File: src/hdl/sbd_pkg.sv
// shared constants and carrier types for the buffer drop status bank
package sbd_pkg;
  // register numbers on the system register path
  localparam logic [15:0] ADDR_TAG2  = 16'h1c15;
  localparam logic [15:0] ADDR_CNT0  = 16'h1c16;
  localparam logic [15:0] ADDR_CNT1  = 16'h1c17;
  localparam logic [15:0] ADDR_CNT2  = 16'h1c18;
  localparam logic [15:0] ADDR_MASK  = 16'h1c20;
  localparam logic [15:0] ADDR_PEND  = 16'h1c21;
  // default tag fields
  localparam int          PRIO_LSB   = 12;
  localparam int          VID_LSB    = 0;
  localparam logic [2:0]  PRIO_RST   = 3'h0;
  localparam logic [11:0] VID_RST    = 12'h001;
  // counters
  localparam logic [31:0] CNT_RST    = 32'h0000_0000;
  localparam logic [31:0] CNT_MAX    = 32'h0fff_ffff;
  // mask
  localparam int          MASK_BIT   = 0;
  localparam logic        MASK_RST   = 1'b1;
  // pending register field positions
  localparam int          REASON_B_LSB = 10;
  localparam int          PORT_B_LSB   = 8;
  localparam int          PEND_B_BIT   = 7;
  localparam int          REASON_A_LSB = 3;
  localparam int          PORT_A_LSB   = 1;
  localparam int          VALID_A_BIT  = 0;
  // drop reason codes
  localparam logic [3:0] RSN_BCAST_LVL = 4'h0;
  localparam logic [3:0] RSN_RED       = 4'h1;
  localparam logic [3:0] RSN_NO_BUF    = 4'h2;
  localparam logic [3:0] RSN_NO_DESC   = 4'h3;
  localparam logic [3:0] RSN_NO_DEST   = 4'h4;
  localparam logic [3:0] RSN_RX_ERR    = 4'h5;
  localparam logic [3:0] RSN_DROP_LVL  = 4'h6;
  localparam logic [3:0] RSN_YELLOW    = 4'h9;
  // source port codes
  localparam logic [1:0] SRC_PORT0     = 2'h0;
  localparam logic [1:0] SRC_PORT1     = 2'h1;
  localparam logic [1:0] SRC_PORT2     = 2'h2;

  // one register access request
  typedef struct packed {
    logic        wr;
    logic        rd;
    logic [15:0] addr;
    logic [31:0] wdata;
  } sbd_req_t;

  // one drop record
  typedef struct packed {
    logic [3:0] reason;
    logic [1:0] port;
  } sbd_drop_t;

  // double buffered drop status
  typedef struct packed {
    sbd_drop_t b;
    logic      pend_b;
    sbd_drop_t a;
    logic      valid_a;
  } sbd_stat_t;
endpackage : sbd_pkg

File: src/hdl/sbd_bank.sv
// buffer manager drop status and default tag register bank
`timescale 1ns/100ps
module sbd_bank (
  // clock and reset
  input  wire logic               I_REF_CLK,
  input  wire logic               I_RSTN,
  // system register path
  input  wire sbd_pkg::sbd_req_t  I_REG_REQ,
  output logic [31:0]             O_REG_RDATA,
  output logic                    O_REG_RACK,
  // events from the buffer manager datapath
  input  wire logic [2:0]         I_RATE_DROP,
  input  wire logic               I_DROP_EVT,
  input  wire sbd_pkg::sbd_drop_t I_DROP_INFO,
  // to egress tagging and system interrupts
  output logic [2:0]              O_DEF_PRIO,
  output logic [11:0]             O_DEF_VID,
  output logic                    O_IRQ
);

  // saturating increment shared by all counters
  function automatic logic [31:0] sat_inc(input logic [31:0] v);
    sat_inc = (v >= sbd_pkg::CNT_MAX) ? sbd_pkg::CNT_MAX : v + 32'h1;
  endfunction : sat_inc

  logic [31:0]        cnt_ff [3];
  logic [31:0]        nxt_cnt [3];
  logic [2:0]         prio_ff;
  logic [11:0]        vid_ff;
  logic               mask_ff;
  sbd_pkg::sbd_stat_t stat_ff;
  sbd_pkg::sbd_stat_t nxt_stat;
  sbd_pkg::sbd_stat_t base_stat;
  logic [31:0]        rdata_ff;
  logic [31:0]        nxt_rdata;
  logic               rack_ff;
  logic               irq_ff;
  logic               rd_pend;
  logic [2:0]         rd_cnt;

  // read strobes that carry a clear side effect
  assign rd_pend   = I_REG_REQ.rd && (I_REG_REQ.addr == sbd_pkg::ADDR_PEND);
  assign rd_cnt[0] = I_REG_REQ.rd && (I_REG_REQ.addr == sbd_pkg::ADDR_CNT0);
  assign rd_cnt[1] = I_REG_REQ.rd && (I_REG_REQ.addr == sbd_pkg::ADDR_CNT1);
  assign rd_cnt[2] = I_REG_REQ.rd && (I_REG_REQ.addr == sbd_pkg::ADDR_CNT2);

  // default tag register, plain read/write
  always_ff @(posedge I_REF_CLK or negedge I_RSTN) begin
    if (!I_RSTN) begin
      prio_ff <= sbd_pkg::PRIO_RST;
      vid_ff  <= sbd_pkg::VID_RST;
    end else if (I_REG_REQ.wr && I_REG_REQ.addr == sbd_pkg::ADDR_TAG2) begin
      prio_ff <= I_REG_REQ.wdata[sbd_pkg::PRIO_LSB +: 3];
      vid_ff  <= I_REG_REQ.wdata[sbd_pkg::VID_LSB +: 12];
    end
  end

  // counter next values; a drop in the read cycle survives the clear
  always_comb begin
    for (int i = 0; i < 3; i++) begin
      nxt_cnt[i] = rd_cnt[i] ? sbd_pkg::CNT_RST : cnt_ff[i];
      if (I_RATE_DROP[i]) begin
        nxt_cnt[i] = sat_inc(nxt_cnt[i]);
      end
    end
  end

  // per-port rate drop counters
  always_ff @(posedge I_REF_CLK or negedge I_RSTN) begin
    if (!I_RSTN) begin
      for (int i = 0; i < 3; i++) begin
        cnt_ff[i] <= sbd_pkg::CNT_RST;
      end
    end else begin
      for (int i = 0; i < 3; i++) begin
        cnt_ff[i] <= nxt_cnt[i];
      end
    end
  end

  // interrupt mask register
  always_ff @(posedge I_REF_CLK or negedge I_RSTN) begin
    if (!I_RSTN) begin
      mask_ff <= sbd_pkg::MASK_RST;
    end else if (I_REG_REQ.wr && I_REG_REQ.addr == sbd_pkg::ADDR_MASK) begin
      mask_ff <= I_REG_REQ.wdata[sbd_pkg::MASK_BIT];
    end
  end

  // drop status next value; the mask plays no part here
  always_comb begin
    base_stat = rd_pend ? '0 : stat_ff;
    nxt_stat  = base_stat;
    // fill A, then B, else lost
    if (I_DROP_EVT) begin
      if (!base_stat.valid_a) begin
        nxt_stat.valid_a = 1'b1;
        nxt_stat.a       = I_DROP_INFO;
      end else if (!base_stat.pend_b) begin
        // reason and port to set B
        nxt_stat.pend_b  = 1'b1;
        nxt_stat.b       = I_DROP_INFO;
      end
    end
  end

  always_ff @(posedge I_REF_CLK or negedge I_RSTN) begin
    if (!I_RSTN) begin
      stat_ff <= '0;
    end else begin
      stat_ff <= nxt_stat;
    end
  end

  // read mux; unmapped numbers read as zero
  always_comb begin
    nxt_rdata = 32'h0000_0000;
    unique case (I_REG_REQ.addr)
      sbd_pkg::ADDR_TAG2: begin
        nxt_rdata[sbd_pkg::PRIO_LSB +: 3] = prio_ff;
        nxt_rdata[sbd_pkg::VID_LSB +: 12] = vid_ff;
      end
      sbd_pkg::ADDR_CNT0: nxt_rdata = cnt_ff[0];
      sbd_pkg::ADDR_CNT1: nxt_rdata = cnt_ff[1];
      sbd_pkg::ADDR_CNT2: nxt_rdata = cnt_ff[2];
      sbd_pkg::ADDR_MASK: nxt_rdata[sbd_pkg::MASK_BIT] = mask_ff;
      sbd_pkg::ADDR_PEND: nxt_rdata[13:0] = stat_ff;
      default:            nxt_rdata = 32'h0000_0000;
    endcase
  end

  // read data and acknowledge, one cycle after the request
  always_ff @(posedge I_REF_CLK or negedge I_RSTN) begin
    if (!I_RSTN) begin
      rdata_ff <= 32'h0000_0000;
      rack_ff  <= 1'b0;
    end else begin
      rack_ff  <= I_REG_REQ.rd;
      if (I_REG_REQ.rd) begin
        rdata_ff <= nxt_rdata;
      end
    end
  end

  // interrupt request, registered for a clean output
  always_ff @(posedge I_REF_CLK or negedge I_RSTN) begin
    if (!I_RSTN) begin
      irq_ff <= 1'b0;
    end else begin
      irq_ff <= (stat_ff.valid_a || stat_ff.pend_b) && !mask_ff;
    end
  end

  assign O_DEF_PRIO  = prio_ff;
  assign O_DEF_VID   = vid_ff;
  assign O_REG_RDATA = rdata_ff;
  assign O_REG_RACK  = rack_ff;
  assign O_IRQ       = irq_ff;
endmodule : sbd_bank

File: config.mk
export PLATFORM = sky130hd
export DESIGN_NAME = sbd_bank
export DESIGN_NICKNAME = d
export VERILOG_FILES = /design/src/hdl/sbd_pkg.sv /design/src/hdl/sbd_bank.sv
export SDC_FILE = /design/constraint.sdc
export NUM_CORES = 1
export LEC_CHECK = 0
export ABC_AREA = 0
export BUFFER_PORTS_ARGS = -buffer_cell sky130_fd_sc_hd__buf_2
export CAP_MARGIN = 20
export CELL_PAD_IN_SITES_DETAIL_PLACEMENT = 2
export CELL_PAD_IN_SITES_GLOBAL_PLACEMENT = 2
export CORE_ASPECT_RATIO = 0.6
export CORE_UTILIZATION = 37
export CTS_CLUSTER_SIZE = 12
export DETAILED_ROUTE_END_ITERATION = 10
export PLACE_DENSITY = 0.77
export SETUP_SLACK_MARGIN = 0.3
export SYNTH_ARGS = -nofsm -noshare
export SYNTH_HDL_FRONTEND = slang
export SYNTH_SLANG_ARGS = --single-unit
File: constraint.sdc
create_clock -name I_REF_CLK -period 2.8 [get_ports I_REF_CLK]
set_input_delay 0.28 -clock I_REF_CLK [delete_from_list [all_inputs] [get_ports I_REF_CLK]]
set_output_delay 0.28 -clock I_REF_CLK [all_outputs]
set_load 0.01 [all_outputs]
[Word level (Yosys, flattened, before mapping)]
Cells that the tools add are included.
Widths: inputs -> output; s select.
Word-level totals
  register bits: 160
  bits of input ports: 62
  output and inout bits: 49
  logic and storage cells: 54
Cells by class
  add/sub/neg operators: 3
  $lt $le $gt $ge: 3
  equality and inequality tests: 6
  multiplexer cells: 18
  reduce and logical (&&, ||, !) cells: 9
Operator list (count)
  $mux 32: 9
  $add 32x1->32 const B: 3
  $eq 16x13->1 const B: 6
  $ge 32x28->1 const B: 3
  $pmux 13 s5: 1
  $pmux 17 s3: 1
  $mux 14: 2
  $mux 7: 3
  $logic_and 1x1->1: 7
  $pmux 1 s6: 1
  $pmux 1 s4: 1
  $logic_not 1->1: 1
  $logic_or 1x1->1: 1

[Longest topological paths before layout]
  depth after elaboration: 6
  depth in mapped cells: 13

[Worst setup path after synthesis]
Ideal clock, no wire load.
  path kind: input-to-reg
  start: in I_REG_REQ[47] (netlist bit)
  end: reg cnt_ff[38] (netlist bit)
  arrival: 3.380 ns
  required time: 2.663 ns
  path slack: -0.717 ns
  stages on the path: 13
  cells stage by stage: or4_1 -> buf_2 -> or4_4 -> buf_6 -> nor2_1 -> buf_2 -> nor2b_1 -> ha_1 -> and2_1 -> clkbuf_1 -> a41oi_1 -> clkbuf_1 -> a21oi_1
RTL lines
  start, declared: line sbd_bank.sv:8  | input wire sbd_pkg::sbd_req_t I_REG_REQ,
  end signal, assigned by index: line sbd_bank.sv:72  | cnt_ff[i] <= sbd_pkg::CNT_RST;
  end signal, assigned by index: line sbd_bank.sv:76  | cnt_ff[i] <= nxt_cnt[i];
  end, declared: line sbd_bank.sv:26  | logic [31:0] cnt_ff [3];

==> reports/results.txt <==
status = finished, final reports clean
pre-CTS setup slack = -185.2 ps
Worst-Margin Slew = 779.9 ps
commonest non-fill, non-tap cell in the layout = dfrtp_1
count of final hold-check violations = 0
register area share after synthesis = 48.40%
Fmax = 0.3810 GHz
chip width = 195.1 µm
initial core utilization = 38.60%
Area Growth Syn to Fin = 26.00%
FFs w/ async S/R, synth = 100.0%
DRT Wirelength = 32.67 mm
worst-skew pair later-pin latency = 440 ps
slew margin rel. = 47.90%
Mapped Cells = 828
core area = 21440 µm²
Clock Sinks = 160
crit path kind = input pin to flip-flop
Final Slew Violations = 0
RSZ-0062 raised after global routing = yes
CP top delay family = simple AND/OR/NAND/NOR gates
CP most frequent cell = buf_6
syn avg cell area = 9.998 µm²
Syn Nets = 893
overall track demand over capacity in global routing = 28.21%
layout cells sized above 1 = 31.48%
Die Ht = 117.9 µm
CTS Buffer Depth = 2
Final Hold Slack = 54.76 ps
Distinct cells, synth = 62
Placed Cells = 1209
yosys warns = 0
CTS root buf = clkbuf_16
# IOs = 111
Nets = 1024
Mapped Area = 8278 µm²
Worst Skew = 8.087 ps
clk slew on worst S/H paths = 70 ps
Detailed Route Iter0 Violations = 545
crit path max-delay cell type = or4_4
routed len/inst = 26.12 µm
required time of the critical path = 3120 ps
Critical Path Fanout Max = 5
Max rail drop VDD = 0.4499 mV
Initial DRT Pass Iterations = 4
hold crit path type = input pin to flip-flop
global route total overflow = 0
Fill cells = 2178
Max stage delay on crit path = 600 ps
Via Count = 7535
vias in the first global route = 8242
vias per cell = 6.023
max_cap viols = 0
final worst slack = 175.3 ps
Post-synth EDFFs = 0
I/O Buffers = 93
num rows = 41
most frequent cells in the layout = 158 x dfrtp_1, 91 x buf_2, 79 x nor2_1
Setup Viol. Count Final = 0
CP endpoint kind = flip-flop
pin count of the biggest net entering global routing = 66
Crit path arrival time = 2940 ps
CP Launch Type = input pin
Diodes inserted = 0
first-pass GRT wire length = 49.39 mm
routability cong. = 0.8542
CP cell instances = buf_6 -> or4_4 -> or4_4 -> or2_4 -> and2_4 -> ha_4 -> nand3_4 -> nor4b_4 -> o211ai_2 -> buf_6 -> buf_6 -> o21ai_1
Most used DFF post-synth = dfrtp_1
Die Footprint = 22990 µm²
initial antenna violation count = 1
CTS Buf Count = 17
residual DRC count = 0
CP bufs+invs = 3
#FFs+latches synth = 160
H-tree Lvls = 4
final worst path period need = 2625 ps
post-detail-place hpwl = 22.37 mm
period utilisation layout = 93.74%
ANT nets after route = 0
Cell Pwr Density = 716.3 nW/µm²
Non-Filler Instances = 1251
Leak = 4.614 nW
CTS tree = done
overall power = 7.471 mW
## what timing repair did
action	4_1_cts	5_1_grt
gates cloned	0	4
resized for setup	2	24
hold buffers	1	0
endpoints found under the setup margin	24	58
pin swaps	2	12
hold endpoints to repair	57	0
buffers inserted	1	4
## Yosys cell counts (2+ instances only)
cell | number | area share, %
a211oi_1 | 2 | 0.18
a21o_1 | 3 | 0.27
a21oi_1 | 79 | 4.8
a221oi_1 | 25 | 2.6
a22o_1 | 6 | 0.63
a22oi_1 | 11 | 1.0
a31oi_1 | 5 | 0.38
a41oi_1 | 2 | 0.21
and2_1 | 11 | 0.83
and3_1 | 18 | 1.4
and4_1 | 6 | 0.63
buf_2 | 11 | 0.67
buf_6 | 3 | 0.41
clkbuf_1 | 32 | 1.5
dfrtp_1 | 158 | 48
dfstp_2 | 2 | 0.63
ha_1 | 3 | 0.45
inv_1 | 14 | 0.63
mux2_2 | 43 | 5.8
mux2i_1 | 14 | 1.7
nand2_1 | 41 | 1.9
nand2b_1 | 4 | 0.30
nand3_1 | 35 | 2.1
nand3b_1 | 2 | 0.18
nand4_1 | 38 | 2.9
nand4b_1 | 2 | 0.21
nor2_1 | 80 | 3.6
nor2b_1 | 4 | 0.30
nor3_1 | 14 | 0.85
nor3b_1 | 3 | 0.27
nor4_1 | 9 | 0.68
nor4_2 | 4 | 0.60
o211a_1 | 2 | 0.24
o211ai_1 | 3 | 0.27
o21a_1 | 5 | 0.45
o21ai_0 | 30 | 1.8
o2bb2ai_1 | 2 | 0.21
o31ai_1 | 2 | 0.18
or4_1 | 4 | 0.36
or4b_2 | 2 | 0.24
or4bb_1 | 2 | 0.27
xnor2_1 | 21 | 2.2
xor2_1 | 52 | 5.5
## routing by layer
metal / up-vias / global-route usage, % / part of all wire [%]
met3: 35 / 5.960 / 5.0
met5: - / 0 / 0
met4: 0 / 6.890 / 1.5
met2: 202 / 44.33 / 46
met1: 4008 / 39.55 / 47
li1: 3290 / - / -
## logic make-up (layout without fill, tap and decap cells)
| kind of cell | count (synthesis) | after routing | synth area share (%) |
|---|---|---|---|
| muxes | 57 | 57 | 7.542 |
| buffers and inverters | 63 | 207 | 3.340 |
| AOI/OAI and AO/OA | 187 | 187 | 14.37 |
| and+or+nand+nor | 285 | 285 | 18.17 |
| xor gates and xnor gates | 73 | 73 | 7.724 |
| adders and majority gates | 3 | 3 | 0.4535 |
| DFF | 160 | 160 | 48.40 |
## power breakdown
group	switching [mW]	internal [mW]	leakage [nW]	total (mW)
Clock	0.987	1.42	0.291	2.41
Combinational	1.07	0.766	2.36	1.83
Sequential	0.572	2.66	1.96	3.23
Total	2.63	4.84	4.61	7.47
## state kept, by name (all words and copies together), names as in the netlist
| name | cells |
|---|---|
| O_REG_RDATA | 32 |
| O_REG_RACK | 1 |
| O_IRQ | 1 |
| stat_ff | 14 |
| cnt_ff | 96 |
| O_DEF_PRIO | 3 |
| O_DEF_VID | 12 |
| mask_ff | 1 |
## area by class of cell
cell class / count / area [µm²] / share of cell area, %
timing repair buffer: 160 / 1114 / 10.68
clock inverter: 11 / 140.1 / 1.344
sequential: 160 / 4006 / 38.41
clock buffer: 21 / 450.4 / 4.319
tap: 279 / 349.1 / 3.347
inverter: 15 / 56.30 / 0.5398
multi-input combinational: 605 / 4314 / 41.36
## through the flow
step / util, % / instance area [µm²] / TNS [ps]
finish: 48.64 / 10430 / 0
global route: 48.64 / 10430 / 0
CTS: 47.65 / 10220 / 0
detailed placement: 44.77 / 9600 / -8459
global placement: 44.77 / 9600 / -2223
floorplan: - / 8564 / -4738
## final timing paths
path / startpoint / endpoint / slack (ps) / depth (start not counted)
setup / recovery: I_REG_REQ[38] / cnt_ff[86] / 180 / 12
hold / removal: I_REG_REQ[48] / O_REG_RACK / 50 / 1
setup reg to reg: cnt_ff[74] / cnt_ff[93] / 410 / 8
hold reg to reg: O_REG_RDATA[16] / O_REG_RDATA[16] / 510 / 2
max in group asynchronous: I_RSTN / mask_ff / 1440 / 3
min in group asynchronous: I_RSTN / O_IRQ / 400 / 2
Power figures use the tool's default switching activity.
